==> src/rtl/pbbm_pkg.sv <==
package pbbm_pkg;

   // Register offsets within the debug register segment
   localparam logic [15:0] OFS_STATUS = 16'h000C;
   localparam logic [15:0] OFS_ADDR_LOW = 16'h0300;
   localparam logic [15:0] OFS_DATA_VAL = 16'h0304;
   localparam logic [15:0] OFS_DATA_MASK = 16'h0308;
   localparam logic [15:0] OFS_CTRL = 16'h030C;
   localparam logic [15:0] OFS_ADDR_HIGH = 16'h0310;
   localparam logic [15:0] OFS_HIGH_MASK = 16'h0314;
   // Segment base, upper address bits of the register window
   localparam logic [31:0] SEG_BASE = 32'hFF30_0000;
   localparam logic [31:0] SEG_MASK = 32'hFFF0_0000;

   // Status register field positions and fixed values
   localparam int STAT_OVL_BIT = 30;
   localparam int STAT_CNT_LSB = 24;
   localparam logic [3:0] STAT_CNT_VAL = 4'h1;
   localparam int STAT_BRK_BIT = 0;

   // Control register field positions
   localparam int CTRL_LAM_LSB = 8;
   localparam int CTRL_CSTORE_BIT = 7;
   localparam int CTRL_USTORE_BIT = 6;
   localparam int CTRL_ULOAD_LSB = 4;
   localparam int CTRL_OVL_BIT = 3;
   localparam int CTRL_BRK_BIT = 0;
   // Uncached load and fetch comparison is built in: field reads 11
   localparam logic [1:0] CTRL_ULOAD_VAL = 2'h3;

   // Reset values
   localparam logic [31:0] RST_WORD = 32'h0000_0000;

   // Access type of the watched bus cycle
   typedef enum logic [1:0] {
      PBBM_ACC_CSTORE,
      PBBM_ACC_USTORE,
      PBBM_ACC_ULOAD,
      PBBM_ACC_OTHER
   } pbbm_acc_t;

   // One observed processor bus cycle
   typedef struct packed {
      logic valid;
      pbbm_acc_t kind;
      logic [35:0] addr;
      logic [31:0] data;
   } pbbm_bus_t;

   // Debug register access port
   typedef struct packed {
      logic rd;
      logic wr;
      logic [31:0] addr;
      logic [31:0] wdata;
   } pbbm_reg_req_t;

   // Match settings handed to the comparator
   typedef struct packed {
      logic [35:0] addr;
      logic [35:0] addrMask;
      logic [31:0] data;
      logic [31:0] dataMask;
      logic cstoreEn;
      logic ustoreEn;
      logic uloadEn;
      logic ovlEn;
      logic brkEn;
   } pbbm_cfg_t;

endpackage

==> src/rtl/pbbm_compare.sv <==
`timescale 1ns/1ps
`default_nettype none
// Combinational address/data comparator for one watched bus cycle
module pbbm_compare (
   input wire pbbm_pkg::pbbm_cfg_t cfg,
   input wire pbbm_pkg::pbbm_bus_t bus,
   output logic brkHit,
   output logic ovlHit
);
   logic typeOk;
   logic [35:0] brkAddrMask;
   logic addrBrkOk;
   logic addrOvlOk;
   logic dataOk;

   // Access type gate from the enable bits
   always_comb
   begin
      unique case (bus.kind)
         pbbm_pkg::PBBM_ACC_CSTORE: typeOk = cfg.cstoreEn; // see RL11 see RL23
         pbbm_pkg::PBBM_ACC_USTORE: typeOk = cfg.ustoreEn; // see RL12 see RL23
         pbbm_pkg::PBBM_ACC_ULOAD: typeOk = cfg.uloadEn; // see RL13 see RL23
         default: typeOk = 1'b0;
      endcase
   end

   // Break ignores the upper overlay mask: bits 31..24 always compared
   assign brkAddrMask = {cfg.addrMask[35:32], 8'h00, cfg.addrMask[23:0]}; // see RL17
   assign addrBrkOk = ((bus.addr ^ cfg.addr) & ~brkAddrMask) == 36'h0_0000_0000;
   // Overlay uses all 36 mask bits
   assign addrOvlOk = ((bus.addr ^ cfg.addr) & ~cfg.addrMask) == 36'h0_0000_0000; // see RL14
   assign dataOk = ((bus.data ^ cfg.data) & ~cfg.dataMask) == 32'h0000_0000; // see RL8

   assign brkHit = bus.valid && typeOk && cfg.brkEn && addrBrkOk && dataOk; // see RL17
   assign ovlHit = bus.valid && typeOk && cfg.ovlEn && addrOvlOk; // see RL14
endmodule
`default_nettype wire

==> src/rtl/pbbm_regfile.sv <==
`timescale 1ns/1ps
`default_nettype none
// Match registers written over the debug register port
module pbbm_regfile (
   input wire logic core_clk,
   input wire logic rst,
   input wire logic wrEn,
   input wire logic [15:0] wrOfs,
   input wire logic [31:0] wrData,
   output pbbm_pkg::pbbm_cfg_t cfg,
   output logic [31:0] ctrlWord,
   output logic [31:0] maskWord,
   output logic [3:0] highMask
);
   // All state in one struct
   typedef struct packed {
      logic [31:0] addrLow;
      logic [31:0] dataVal;
      logic [31:0] dataMask;
      logic [23:0] lowMask;
      logic cstoreEn;
      logic ustoreEn;
      logic ovlEn;
      logic brkEn;
      logic [3:0] addrHigh;
      logic [3:0] highMask;
   } pbbm_rf_t;

   pbbm_rf_t st_reg;
   pbbm_rf_t st_next;

   // Register writes; read-only fields ignore the bus
   always_comb
   begin
      st_next = st_reg;
      if (wrEn)
      begin
         unique case (wrOfs)
            pbbm_pkg::OFS_ADDR_LOW: st_next.addrLow = wrData; // see RL6
            pbbm_pkg::OFS_DATA_VAL: st_next.dataVal = wrData; // see RL7
            pbbm_pkg::OFS_DATA_MASK: st_next.dataMask = wrData;
            pbbm_pkg::OFS_CTRL:
            begin
               st_next.lowMask = wrData[31:pbbm_pkg::CTRL_LAM_LSB]; // see RL10
               st_next.cstoreEn = wrData[pbbm_pkg::CTRL_CSTORE_BIT];
               st_next.ustoreEn = wrData[pbbm_pkg::CTRL_USTORE_BIT];
               st_next.ovlEn = wrData[pbbm_pkg::CTRL_OVL_BIT];
               st_next.brkEn = wrData[pbbm_pkg::CTRL_BRK_BIT];
            end
            pbbm_pkg::OFS_ADDR_HIGH: st_next.addrHigh = wrData[3:0]; // see RL21
            pbbm_pkg::OFS_HIGH_MASK: st_next.highMask = wrData[3:0]; // see RL22
            default:
            begin
            end
         endcase
      end
   end

   // Only the enables need a reset; data fields start cleared too
   always_ff @(posedge core_clk)
   begin
      if (rst)
         st_reg <= '0;
      else
         st_reg <= st_next;
   end

   // Mask register serves as data mask or upper address mask
   always_comb
   begin
      cfg.addr = {st_reg.addrHigh, st_reg.addrLow};
      cfg.addrMask = {st_reg.highMask, st_reg.dataMask[31:24], st_reg.lowMask}; // see RL9
      cfg.data = st_reg.dataVal;
      cfg.dataMask = st_reg.ovlEn ? 32'hFFFF_FFFF : st_reg.dataMask; // see RL8
      cfg.cstoreEn = st_reg.cstoreEn;
      cfg.ustoreEn = st_reg.ustoreEn;
      cfg.uloadEn = &pbbm_pkg::CTRL_ULOAD_VAL; // see RL13
      cfg.ovlEn = st_reg.ovlEn;
      cfg.brkEn = st_reg.brkEn;
   end

   assign ctrlWord = {st_reg.lowMask, st_reg.cstoreEn, st_reg.ustoreEn, pbbm_pkg::CTRL_ULOAD_VAL,
                      st_reg.ovlEn, 2'b00, st_reg.brkEn};
   assign maskWord = st_reg.dataMask;
   assign highMask = st_reg.highMask;
endmodule
`default_nettype wire

==> src/rtl/pbbm_top.sv <==
// Notes on behaviour
// RL1: status overlay-capable bit always reads one
// RL2: channel count reads one, channel bits zero
// RL3: break flag sets on break, resets zero
// RL4: break flag cleared by zero write, resets
// RL5: handler clears break flag before leaving
// RL6: low register holds address bits 31..0
// RL7: data register holds 32-bit compare value
// RL8: mask register masks data without overlay
// RL9: with overlay, mask bits 31..24 mask address
// RL10: control bits 31..8 mask address 23..0
// RL11: control bit 7 enables cached stores
// RL12: control bit 6 enables uncached stores
// RL13: bits 5..4 read 11, uncached loads compared
// RL14: overlay match redirects request to probe
// RL15: software never sets overlay and break together
// RL16: overlay only for memory regions; the code does not check the region and overlays any matching address
// RL17: break match raises debug exception
// RL18: break sets flag and debug interrupt
// RL19: exception held while debug mode active
// RL20: bus break exceptions are imprecise
// RL21: high register bits 3..0 give address 35..32
// RL22: high mask bits 3..0 mask address 35..32
// RL23: disabled access types never match
// RL24: registers live in debug register segment
// RL25: status at 000C, others 0300 to 0314
`timescale 1ns/1ps
`default_nettype none
module pbbm_top (
   input wire logic core_clk,
   input wire logic rst,
   // Watched processor bus cycle
   input wire pbbm_pkg::pbbm_bus_t bus,
   // Debug register access from the core in debug mode
   input wire pbbm_pkg::pbbm_reg_req_t req,
   input wire logic debugSegmentSelect,
   input wire logic debugModeActive,
   input wire logic processorResetControl,
   output logic [31:0] rdData,
   output logic rdHit,
   // Event outputs toward the core and probe
   output logic debugException,
   output logic debugInterruptFlagSet,
   output logic probeRedirect
);
   ////////////////////////////////////////////////////////////////
   // State
   typedef struct packed {
      logic brkFlag;
      logic pending;
      logic [31:0] rdData;
      logic rdHit;
      logic excPulse;
      logic intSet;
      logic redirect;
   } pbbm_top_t;

   pbbm_top_t st_reg;
   pbbm_top_t st_next;

   logic segHit;
   logic [15:0] ofs;
   logic wrEn;
   logic brkHit;
   logic ovlHit;
   pbbm_pkg::pbbm_cfg_t cfg;
   logic [31:0] ctrlWord;
   logic [31:0] maskWord;
   logic [3:0] highMask;
   logic [31:0] statusWord;

   ////////////////////////////////////////////////////////////////
   // Decode: only reachable while the segment is selected
   assign segHit = debugSegmentSelect && ((req.addr & pbbm_pkg::SEG_MASK) == pbbm_pkg::SEG_BASE); // see RL24
   assign ofs = req.addr[15:0]; // see RL25
   assign wrEn = req.wr && segHit;

   pbbm_regfile u_regfile (
      .core_clk(core_clk),
      .rst(rst),
      .wrEn(wrEn),
      .wrOfs(ofs),
      .wrData(req.wdata),
      .cfg(cfg),
      .ctrlWord(ctrlWord),
      .maskWord(maskWord),
      .highMask(highMask)
   );

   pbbm_compare u_compare (
      .cfg(cfg),
      .bus(bus),
      .brkHit(brkHit),
      .ovlHit(ovlHit)
   );

   // Status word: fixed capability fields plus the sticky flag
   always_comb
   begin
      statusWord = pbbm_pkg::RST_WORD;
      statusWord[pbbm_pkg::STAT_OVL_BIT] = 1'b1; // see RL1
      statusWord[pbbm_pkg::STAT_CNT_LSB +: 4] = pbbm_pkg::STAT_CNT_VAL; // see RL2
      statusWord[pbbm_pkg::STAT_BRK_BIT] = st_reg.brkFlag; // see RL3
   end

   ////////////////////////////////////////////////////////////////
   // Next state
   always_comb
   begin
      st_next = st_reg;
      st_next.excPulse = 1'b0;
      st_next.intSet = 1'b0;
      st_next.rdHit = 1'b0;
      // Redirect follows the matching request one cycle later
      st_next.redirect = ovlHit; // see RL14
      // Clear by zero write or processor reset control; set wins
      if (processorResetControl)
         st_next.brkFlag = 1'b0; // see RL4
      if (wrEn && ofs == pbbm_pkg::OFS_STATUS && !req.wdata[pbbm_pkg::STAT_BRK_BIT])
         st_next.brkFlag = 1'b0; // see RL4
      if (brkHit)
      begin
         st_next.brkFlag = 1'b1; // see RL3 see RL18
         st_next.intSet = 1'b1; // see RL18
         st_next.pending = 1'b1;
      end
      // Exception is imprecise: issued later, deferred in debug mode
      if ((st_reg.pending || brkHit) && !debugModeActive)
      begin
         st_next.excPulse = 1'b1; // see RL19 see RL20
         st_next.pending = 1'b0;
      end
      // Register reads
      if (req.rd && segHit)
      begin
         st_next.rdHit = 1'b1;
         unique case (ofs)
            pbbm_pkg::OFS_STATUS: st_next.rdData = statusWord;
            pbbm_pkg::OFS_ADDR_LOW: st_next.rdData = cfg.addr[31:0];
            pbbm_pkg::OFS_DATA_VAL: st_next.rdData = cfg.data;
            pbbm_pkg::OFS_DATA_MASK: st_next.rdData = maskWord;
            pbbm_pkg::OFS_CTRL: st_next.rdData = ctrlWord;
            pbbm_pkg::OFS_ADDR_HIGH: st_next.rdData = {28'h000_0000, cfg.addr[35:32]};
            pbbm_pkg::OFS_HIGH_MASK: st_next.rdData = {28'h000_0000, highMask};
            default: st_next.rdData = pbbm_pkg::RST_WORD;
         endcase
      end
   end

   // Hard reset clears every flag
   always_ff @(posedge core_clk)
   begin
      if (rst)
         st_reg <= '0; // see RL4
      else
         st_reg <= st_next;
   end

   assign rdData = st_reg.rdData;
   assign rdHit = st_reg.rdHit;
   assign debugException = st_reg.excPulse;
   assign debugInterruptFlagSet = st_reg.intSet;
   assign probeRedirect = st_reg.redirect;
endmodule
`default_nettype wire
==> config.mk <==
export PLATFORM = sky130hd
export DESIGN_NAME = pbbm_top
export DESIGN_NICKNAME = d
export VERILOG_FILES = /design/src/rtl/pbbm_pkg.sv /design/src/rtl/pbbm_compare.sv /design/src/rtl/pbbm_regfile.sv /design/src/rtl/pbbm_top.sv
export SDC_FILE = /design/constraint.sdc
export NUM_CORES = 1
export LEC_CHECK = 0
export BUFFER_PORTS_ARGS = -buffer_cell sky130_fd_sc_hd__buf_2
export CAP_MARGIN = 20
export CELL_PAD_IN_SITES_DETAIL_PLACEMENT = 1
export CELL_PAD_IN_SITES_GLOBAL_PLACEMENT = 1
export CORE_MARGIN = 1
export CORE_UTILIZATION = 40
export DETAILED_ROUTE_END_ITERATION = 16
export GPL_TIMING_DRIVEN = 0
export PLACE_DENSITY_LB_ADDON = 0.1
export SKIP_CTS_REPAIR_TIMING = 1
export SLEW_MARGIN = 20
export SYNTH_ARGS = -nofsm -noshare
export SYNTH_HDL_FRONTEND = slang
export SYNTH_SLANG_ARGS = --single-unit
export TNS_END_PERCENT = 100
==> constraint.sdc <==
create_clock -name core_clk -period 2.18 [get_ports core_clk]
set_input_delay 0.327 -clock core_clk [delete_from_list [all_inputs] [get_ports core_clk]]
set_output_delay 0.327 -clock core_clk [all_outputs]
set_load 0.05 [all_outputs]
---- Word-level counts from Yosys, hierarchy flattened ----
Index checks and enable logic that the tools add are counted.
storage, ports and cells
  output and inout bits ................... 36
  bits in registers ....................... 170
cells by class
  eq/ne operators ......................... 10
  bitwise logic cells ..................... 8
  multiplexer cells ....................... 9
  reductions and logical operators ........ 27
operator list
  operator              number
  $pmux 32 s7           1
  $eq 16x10->1 const B  6
  $and 36x36->36        2
  $logic_not 36->1      2
  $not 36->36           2
  $xor 36x36->36        1
  $and 32x32->32        1
  $logic_not 32->1      1
  $mux 32               1
  $not 32->32           1
  $xor 32x32->32        1
  $eq 16x4->1 const B   1
  $eq 12x12->1 const B  1
  $logic_and 1x1->1     12
  $reduce_and 2->1      6
  $mux 1                5
  $pmux 1 s3            1
  $reduce_bool 3->1     1
  $eq 2x1->1 const B    1
  $eq 2x2->1 const B    1
  $logic_not 1->1       2
  $logic_not 2->1       1
  $mux 2                1
  $reduce_or 2->1       1
  $logic_or 1x1->1      1

---- Longest topological paths before layout ----
Gate-level depths: netlist (run 1).
  word-level depth ........................ 9
  depth in mapped cells ................... 9
  mapped depth without buffers ............ 6

---- Hierarchy ----
Synthesis (run 1) repeated with hierarchy kept, for this count alone.
unflattened totals
  cell total of the unflattened synthesis .. 965
  area total of the unflattened synthesis .. 9,325.2 um2
modules (own cells, without submodules)
  module        area each (um2)  seq. area each (um2)  times used  cells an instance
  pbbm_regfile  5,891.9          2,642.5               1           558
  pbbm_top      2,456.1          760.7                 1           278
  pbbm_compare  977.2            0.0                   1           129

---- Worst setup path before layout (run 1) ----
No wires, ideal clock.
  path type ............................... input port to flip-flop
  start point ............................. input req[36] (netlist bit)
  end point ............................... register u_regfile.st_reg, in the netlist u_regfile.maskWord[10]
  arrival ................................. 1.753 ns
  stages .................................. 9
  data required time ...................... 2.038 ns
  path slack .............................. 0.285 ns
  setup time .............................. 0.142 ns
  cells stage by stage .................... or4_4 > nor2_2 > and3_1 > buf_4 > buf_4 > nand2_1 > buf_2 > nand2_1 > a21oi_2
on the way
  cells in the longest elaborated chain, start to end .. 2
RTL lines
  element                     RTL line            source
  start: declaration          pbbm_top.sv:35      input wire pbbm_pkg::pbbm_reg_req_t req,
  $eq 16x10->1                pbbm_regfile.sv:38  unique case (wrOfs)
  $reduce_and 2->1 (no line)  --
  end signal: assignment      pbbm_regfile.sv:65  st_reg <= st_next;
  end: declaration            pbbm_regfile.sv:29  pbbm_rf_t st_reg;
Every way passes these cells.
A chain may end at the register's enable or synchronous reset.

---- Worst setup path in the final report (run 1) ----
  start point ............................. input req[36] (netlist bit)
  end point ............................... register st_reg, in the netlist rdData[2]
on the way
  cells in the longest elaborated chain, start to end .. 2
  elaborated cells between the ends (all ways) .. 8
RTL lines
  element                                             RTL line         source
  $eq 16x10->1 / $eq 16x4->1 (equally long branches)  pbbm_top.sv:137  unique case (ofs)
  $pmux 32 s7 *                                       pbbm_top.sv:137
  end signal: assignment                              pbbm_top.sv:156  st_reg <= st_next;
  end: declaration                                    pbbm_top.sv:58   pbbm_top_t st_reg;
Mark *: on every way between the ends. The rest lies on a longest branch, timed or not.

==> results of run 1 <==
-- cell usage in the layout (no fill, tap or decap), drive strengths merged, types with 4 or more instances in the layout --
cell type,netlist,layout
nand4,7,7
o21ai,33,33
mux2,5,5
clkinv,0,4
and2,6,6
inv,3,8
nor2,18,18
or3,4,4
nor4,19,19
buf,62,237
xnor2,68,68
o22ai,32,32
nand3,5,5
dfxtp,170,170
a21oi,130,130
a222oi,26,26
clkinvlp,0,4
a21boi,24,24
a221o,4,4
nand2,294,294
clkbuf,33,51
mux2i,10,10
nor3,5,5
-- worst max path at each step --
stage,startpoint,end,slack [ns]
2_1_floorplan,req[36],u_regfile.maskWord[10]$_SDFFE_PP0P_,0.28
3_3_place_gp,req[47],rdData[22]$_SDFFE_PP0P_,-0.69
3_5_place_dp,req[43],rdData[22]$_SDFFE_PP0P_,-0.68
4_1_cts,req[43],rdData[22]$_SDFFE_PP0P_,-0.23
5_1_grt,u_regfile.cfg[51]$_SDFFE_PP0P_,debugException$_SDFF_PP0_,-0.05
6_report,req[36],rdData[2]$_SDFFE_PP0P_,0.08
-- area by class of cell --
class                           instances  area (um^2)
Timing Repair Buffer                  176          891
Multi-Input combinational cell        717         4130
Buffer                                 94          587
Tap cell                              265          332
Clock inverter                         14          139
Clock buffer                           18          429
Fill cell                            2441         9670
Inverter                                3         11.3
Sequential cell                       170         3400
-- critical path, delay by kind of cell --
kind	cells	cell delay (ns)
simple gates	4	1.26
buf+inv	2	0.49
compound gates	2	0.38
-- through the flow --
stage	util, %	TNS (ns)	power (mW)	std cells	hold WS (ns)
2_1_floorplan	-	0	3.33	985	0.428
3_3_place_gp	47.2	-55.66	3.60	1422	0.437
3_5_place_dp	47.2	-53.03	3.60	1422	0.441
4_1_cts	50.1	-2.43	6.56	1454	0.0982
5_1_grt	50.6	-0.126	6.72	1457	0.112
6_report	50.6	0	6.56	1457	0.100
-- power by group --
group,leakage (nW),internal (mW),switching [mW],total (mW)
Clock,0.269,1.60,1.42,3.02
Sequential,1.37,3.10,0.00000204,3.10
Combinational,1.94,0.170,0.266,0.436
Total,3.58,4.87,1.69,6.56
-- layer usage --
| metal | wire [um] | global-route usage (%) | up-vias |
|---|---|---|---|
| li1 | - | - | 3767 |
| met1 | 13700 | 40.9 | 3925 |
| met2 | 14600 | 49.5 | 333 |
| met3 | 2370 | 5.96 | 58 |
| met4 | 1030 | 12.5 | 0 |
| met5 | 0 | 0 | - |
-- kinds of logic after synthesis --
family          share of synthesized area (%)
compound gates                           20.3
mux                                      1.94
simple gates                             20.8
xor+xnor                                 7.39
flops                                    42.2
buf+inv                                  7.35
==> results.toml, run 1 <==
[clock_network]
clkLatencyLatePin_ns = 0.44
cts_inserted_buffers = 17
cts_root_buf = "clkbuf_16"
cts_max_level = 4
cts_tree = "done"
cts.sinks = 170
clk_path_buf_depth = 2
cts.clk_slew.worst_paths_ns = 0.07

[synthesis]
yosysTopAreaCellShare_pct = 42.2
synth_cell_type_count = 53
yosysSeqAreaShare_pct = 42.2
ys.flop_type = "dfxtp_1"
yosysMostFrequentCell = "nand2_1"
ys_seq_elements = 170
synth-edff-count = 0
syn_area_per_cell_um2 = 8.18
ys_warn_count = 0
synth_nets = 1127
synth_commonest_cells = "nand2_1, dfxtp_1, a21oi_1, xnor2_1, buf_4"
synth.cell_area_um2 = 8060
synth.area.top_cells = "dfxtp_1, nand2_1, a21oi_1"
syn_inst = 985
yosysTopAreaCell = "dfxtp_1"
synthArstFlopShare_pct = 0

[route]
num_vias = 8083
antenna_left = 0
wl_per_cell_um = 21.7
dr.pass1.iters = 5
vias_per_cell = 5.55
drtIter0Drc = 602
drc = 0
wl_um = 31600

[placed_design]
gp_congestion = 0.861
hpwl_um = 24000
place_area_um2 = 9250
portBuffers = 172
dp_slack_ns = -0.683

[global_routing]
grt_pass1_vias = 7879
antenna_found_initial = 0
overflow = 0
grt_pass1_wl_um = 46400
track_usage_pct = 31.0
grt_max_degree = 17

[worst_setup_path]
crit_path_max_fanout = 10
required_ns = 2.55
worstPathCellList = "buf_2, nor4_2, nand2_2, nor4_1, a31o_1, nand3b_1, clkbuf_2, o21ai_1"
crit_path_end_kind = "register"
r2r_cells = 6
cp_slowest_stage_delay_ns = 0.44
r2r_end = "debugException$_SDFF_PP0_"
cpMaxStageDelayCell = "nor4_2"
path_class = "input port to register"
cp-start-kind = "input port"
crit_arrival_ns = 2.48
r2r_slack_ns = 0.11
reg2reg_from = "u_regfile.cfg[51]$_SDFFE_PP0P_"

[run]
maxCapViolations = 0

[sta]
clock_skew_ns = 0.00851
fin_ws_ns = 0.0766
slew_headroom_pct = 46.8
worst_pin_slew_ns = 0.797
period_share_pct = 96.5
hold_viol = 0
max_freq_mhz = 475
finalSetupViolations = 0
period_needed_ns = 2.10
drv_slew = 0

[floorplanning]
dieHeight_um = 144
rows = 51
die-area_um2 = 20700
fp.dieW_um = 144
start_util_pct = 41.1
placeableCoreArea_um2 = 19600
ios = 178

[worst_hold_path]
hold_end = "st_reg[36]$_SDFFE_PP0P_"
min_from = "debugModeActive"
min_path_cells = 2
holdCritPathClass = "input port to register"

[cells_and_area]
diodes = 0
drive_gt1_share_pct = 26.6
postLayoutCellArea_um2 = 9920
largest_reg_flops = 96
layout.nets = 1321
synthToLayoutAreaGrowth_pct = 23.1

[power]
leakagePower_nw = 3.58
p_per_area_nw_per_um2 = 661
peakVddDrop_v = 0.000575

[run_status]
status = "finished, final reports clean"
Power figures use the tool's default switching activity.
==> run 2: changes to the inputs <==
- PLACE_DENSITY: not set -> 0.88
- PLACE_DENSITY_LB_ADDON: 0.1 -> not set
- REMOVE_ABC_BUFFERS: not set -> 1
==> results.toml, run 2 (synthesis results as in run 1) <==
[placed_design]
placedCellCount = 1348
gp_congestion = 0.857
hpwl_um = 21700
portBuffers = 173

[clock_network]
cts_tree = "done"
cts_inserted_buffers = 17
clkLatencyLatePin_ns = 0.44
cts.clk_slew.worst_paths_ns = 0.06
clk_path_buf_depth = 2
cts.sinks = 170
cts_root_buf = "clkbuf_16"
cts_max_level = 4

[global_routing]
track_usage_pct = 29.5
antenna_found_initial = 2
overflow = 0
grt_max_degree = 79
grt_pass1_wl_um = 45000
grt_pass1_vias = 8102

[power]
peakVddDrop_v = 0.000596
leakagePower_nw = 3.44
p_total_mw = 6.68
intPower_mw = 5.06
pwr-share-comb_pct = 6.4
swShare_pct = 24.3
p_per_area_nw_per_um2 = 686
p_seq_share_pct = 46.5
pwr-share-clk_pct = 47.1
p_sw_mw = 1.62

[cells_and_area]
synthToLayoutAreaGrowth_pct = 20.9
largest_reg_flops = 96
fin_cells = 1389
fillers = 2395
final_cell_mix = "nand2_1, buf_2, dfxtp_1, a21oi_1, xnor2_1"
layout.nets = 1250
multiInputGateArea_um2 = 4180
layout_commonest_cell = "nand2_1"
drive_gt1_share_pct = 25.3
regArea_um2 = 3400

[route]
drc = 0
wl_per_cell_um = 21.8
dr.pass1.iters = 6
antenna_left = 0
vias_per_cell = 5.72
num_vias = 7944
wl_um = 30300
drtIter0Drc = 762

[floorplanning]
placeableCoreArea_um2 = 19600
start_util_pct = 41.1
dieHeight_um = 144
die-area_um2 = 20700
ios = 178
rows = 51
fp.dieW_um = 144

[run]
maxCapViolations = 0

[worst_setup_path]
r2r_cells = 6
path_class = "register to register"
cp-start-kind = "register"
crit_path_end_kind = "register"
required_ns = 2.56
crit_arrival_ns = 2.52
crit_path_max_fanout = 4
reg2reg_from = "u_regfile.cfg[106]$_SDFFE_PP0P_"
crit_start = "u_regfile.cfg[106]$_SDFFE_PP0P_"

[sta]
setup_tns_ns = 0
worst_pin_slew_ns = 0.746
period_needed_ns = 2.14
slew_headroom_pct = 49.9
max_freq_mhz = 468
hold_viol = 0
drv_slew = 0
period_share_pct = 98.1
finalSetupViolations = 0
clock_skew_ns = 0.0108
hold_slack_ns = 0.107

[worst_hold_path]
min_from = "debugModeActive"
min_path_cells = 2
holdCritPathClass = "input port to register"

[run_status]
status = "finished, final reports clean"
[run 2: metrics by stage]
stage / util [%] / cell area, um^2 / setup slack, ns
final: 49.7 / 9740 / 0.0421
after global routing: 49.7 / 9730 / -0.0139
after CTS: 49.1 / 9620 / -0.277
after detailed placement: 46.0 / 9010 / -0.674
after global placement: 44.3 / 8670 / -3.36
after floorplan: - / 7470 / -1.03
[run 2: power by group through the flow]
stage / clock, mW / sequential [mW] / combinational, mW
final: 3.15 / 3.10 / 0.427
after global routing: 3.30 / 3.10 / 0.450
after CTS: 3.17 / 3.10 / 0.418
after detailed placement: 0 / 3.18 / 0.413
after global placement: 0 / 3.18 / 0.394
after floorplan: 0 / 3.18 / 0.112
[run 2: worst paths after layout]
| kind | to | slack (ns) |
|---|---|---|
| hold / removal | st_reg[36]$_SDFFE_PP0P_ | 0.11 |
| setup / recovery | debugException$_SDFF_PP0_ | 0.04 |
| hold reg to reg | rdData[5]$_SDFFE_PP0P_ | 0.44 |
| setup reg to reg | debugException$_SDFF_PP0_ | 0.04 |
[run 2: layout make-up]
| type | instances | share of cell area (%) |
|---|---|---|
| antenna | 3 | 0.0771 |
| inverter | 3 | 0.116 |
| clock inverter | 13 | 1.59 |
| tap | 265 | 3.41 |
| sequential | 170 | 35.0 |
| timing repair buffer | 199 | 12.3 |
| multi-input combinational | 717 | 42.9 |
| clock buffer | 19 | 4.65 |
[run 2: routing by layer]
metal	global-route usage [%]	up-vias	share of wire (%)
li1	-	3645	-
met3	6.83	93	8.0
met2	49.1	382	48
met4	16.9	0	4.5
met1	34.6	3824	39
met5	0	-	0
[run 2: worst max-delay path: stages (launching register included)]
cell,delay (ns)
dfxtp_1,0.34
xnor2_1,0.31
o22ai_1,0.20
nor4_1,0.35
nand4_1,0.29
a211oi_4,0.39
o21ba_2,0.19
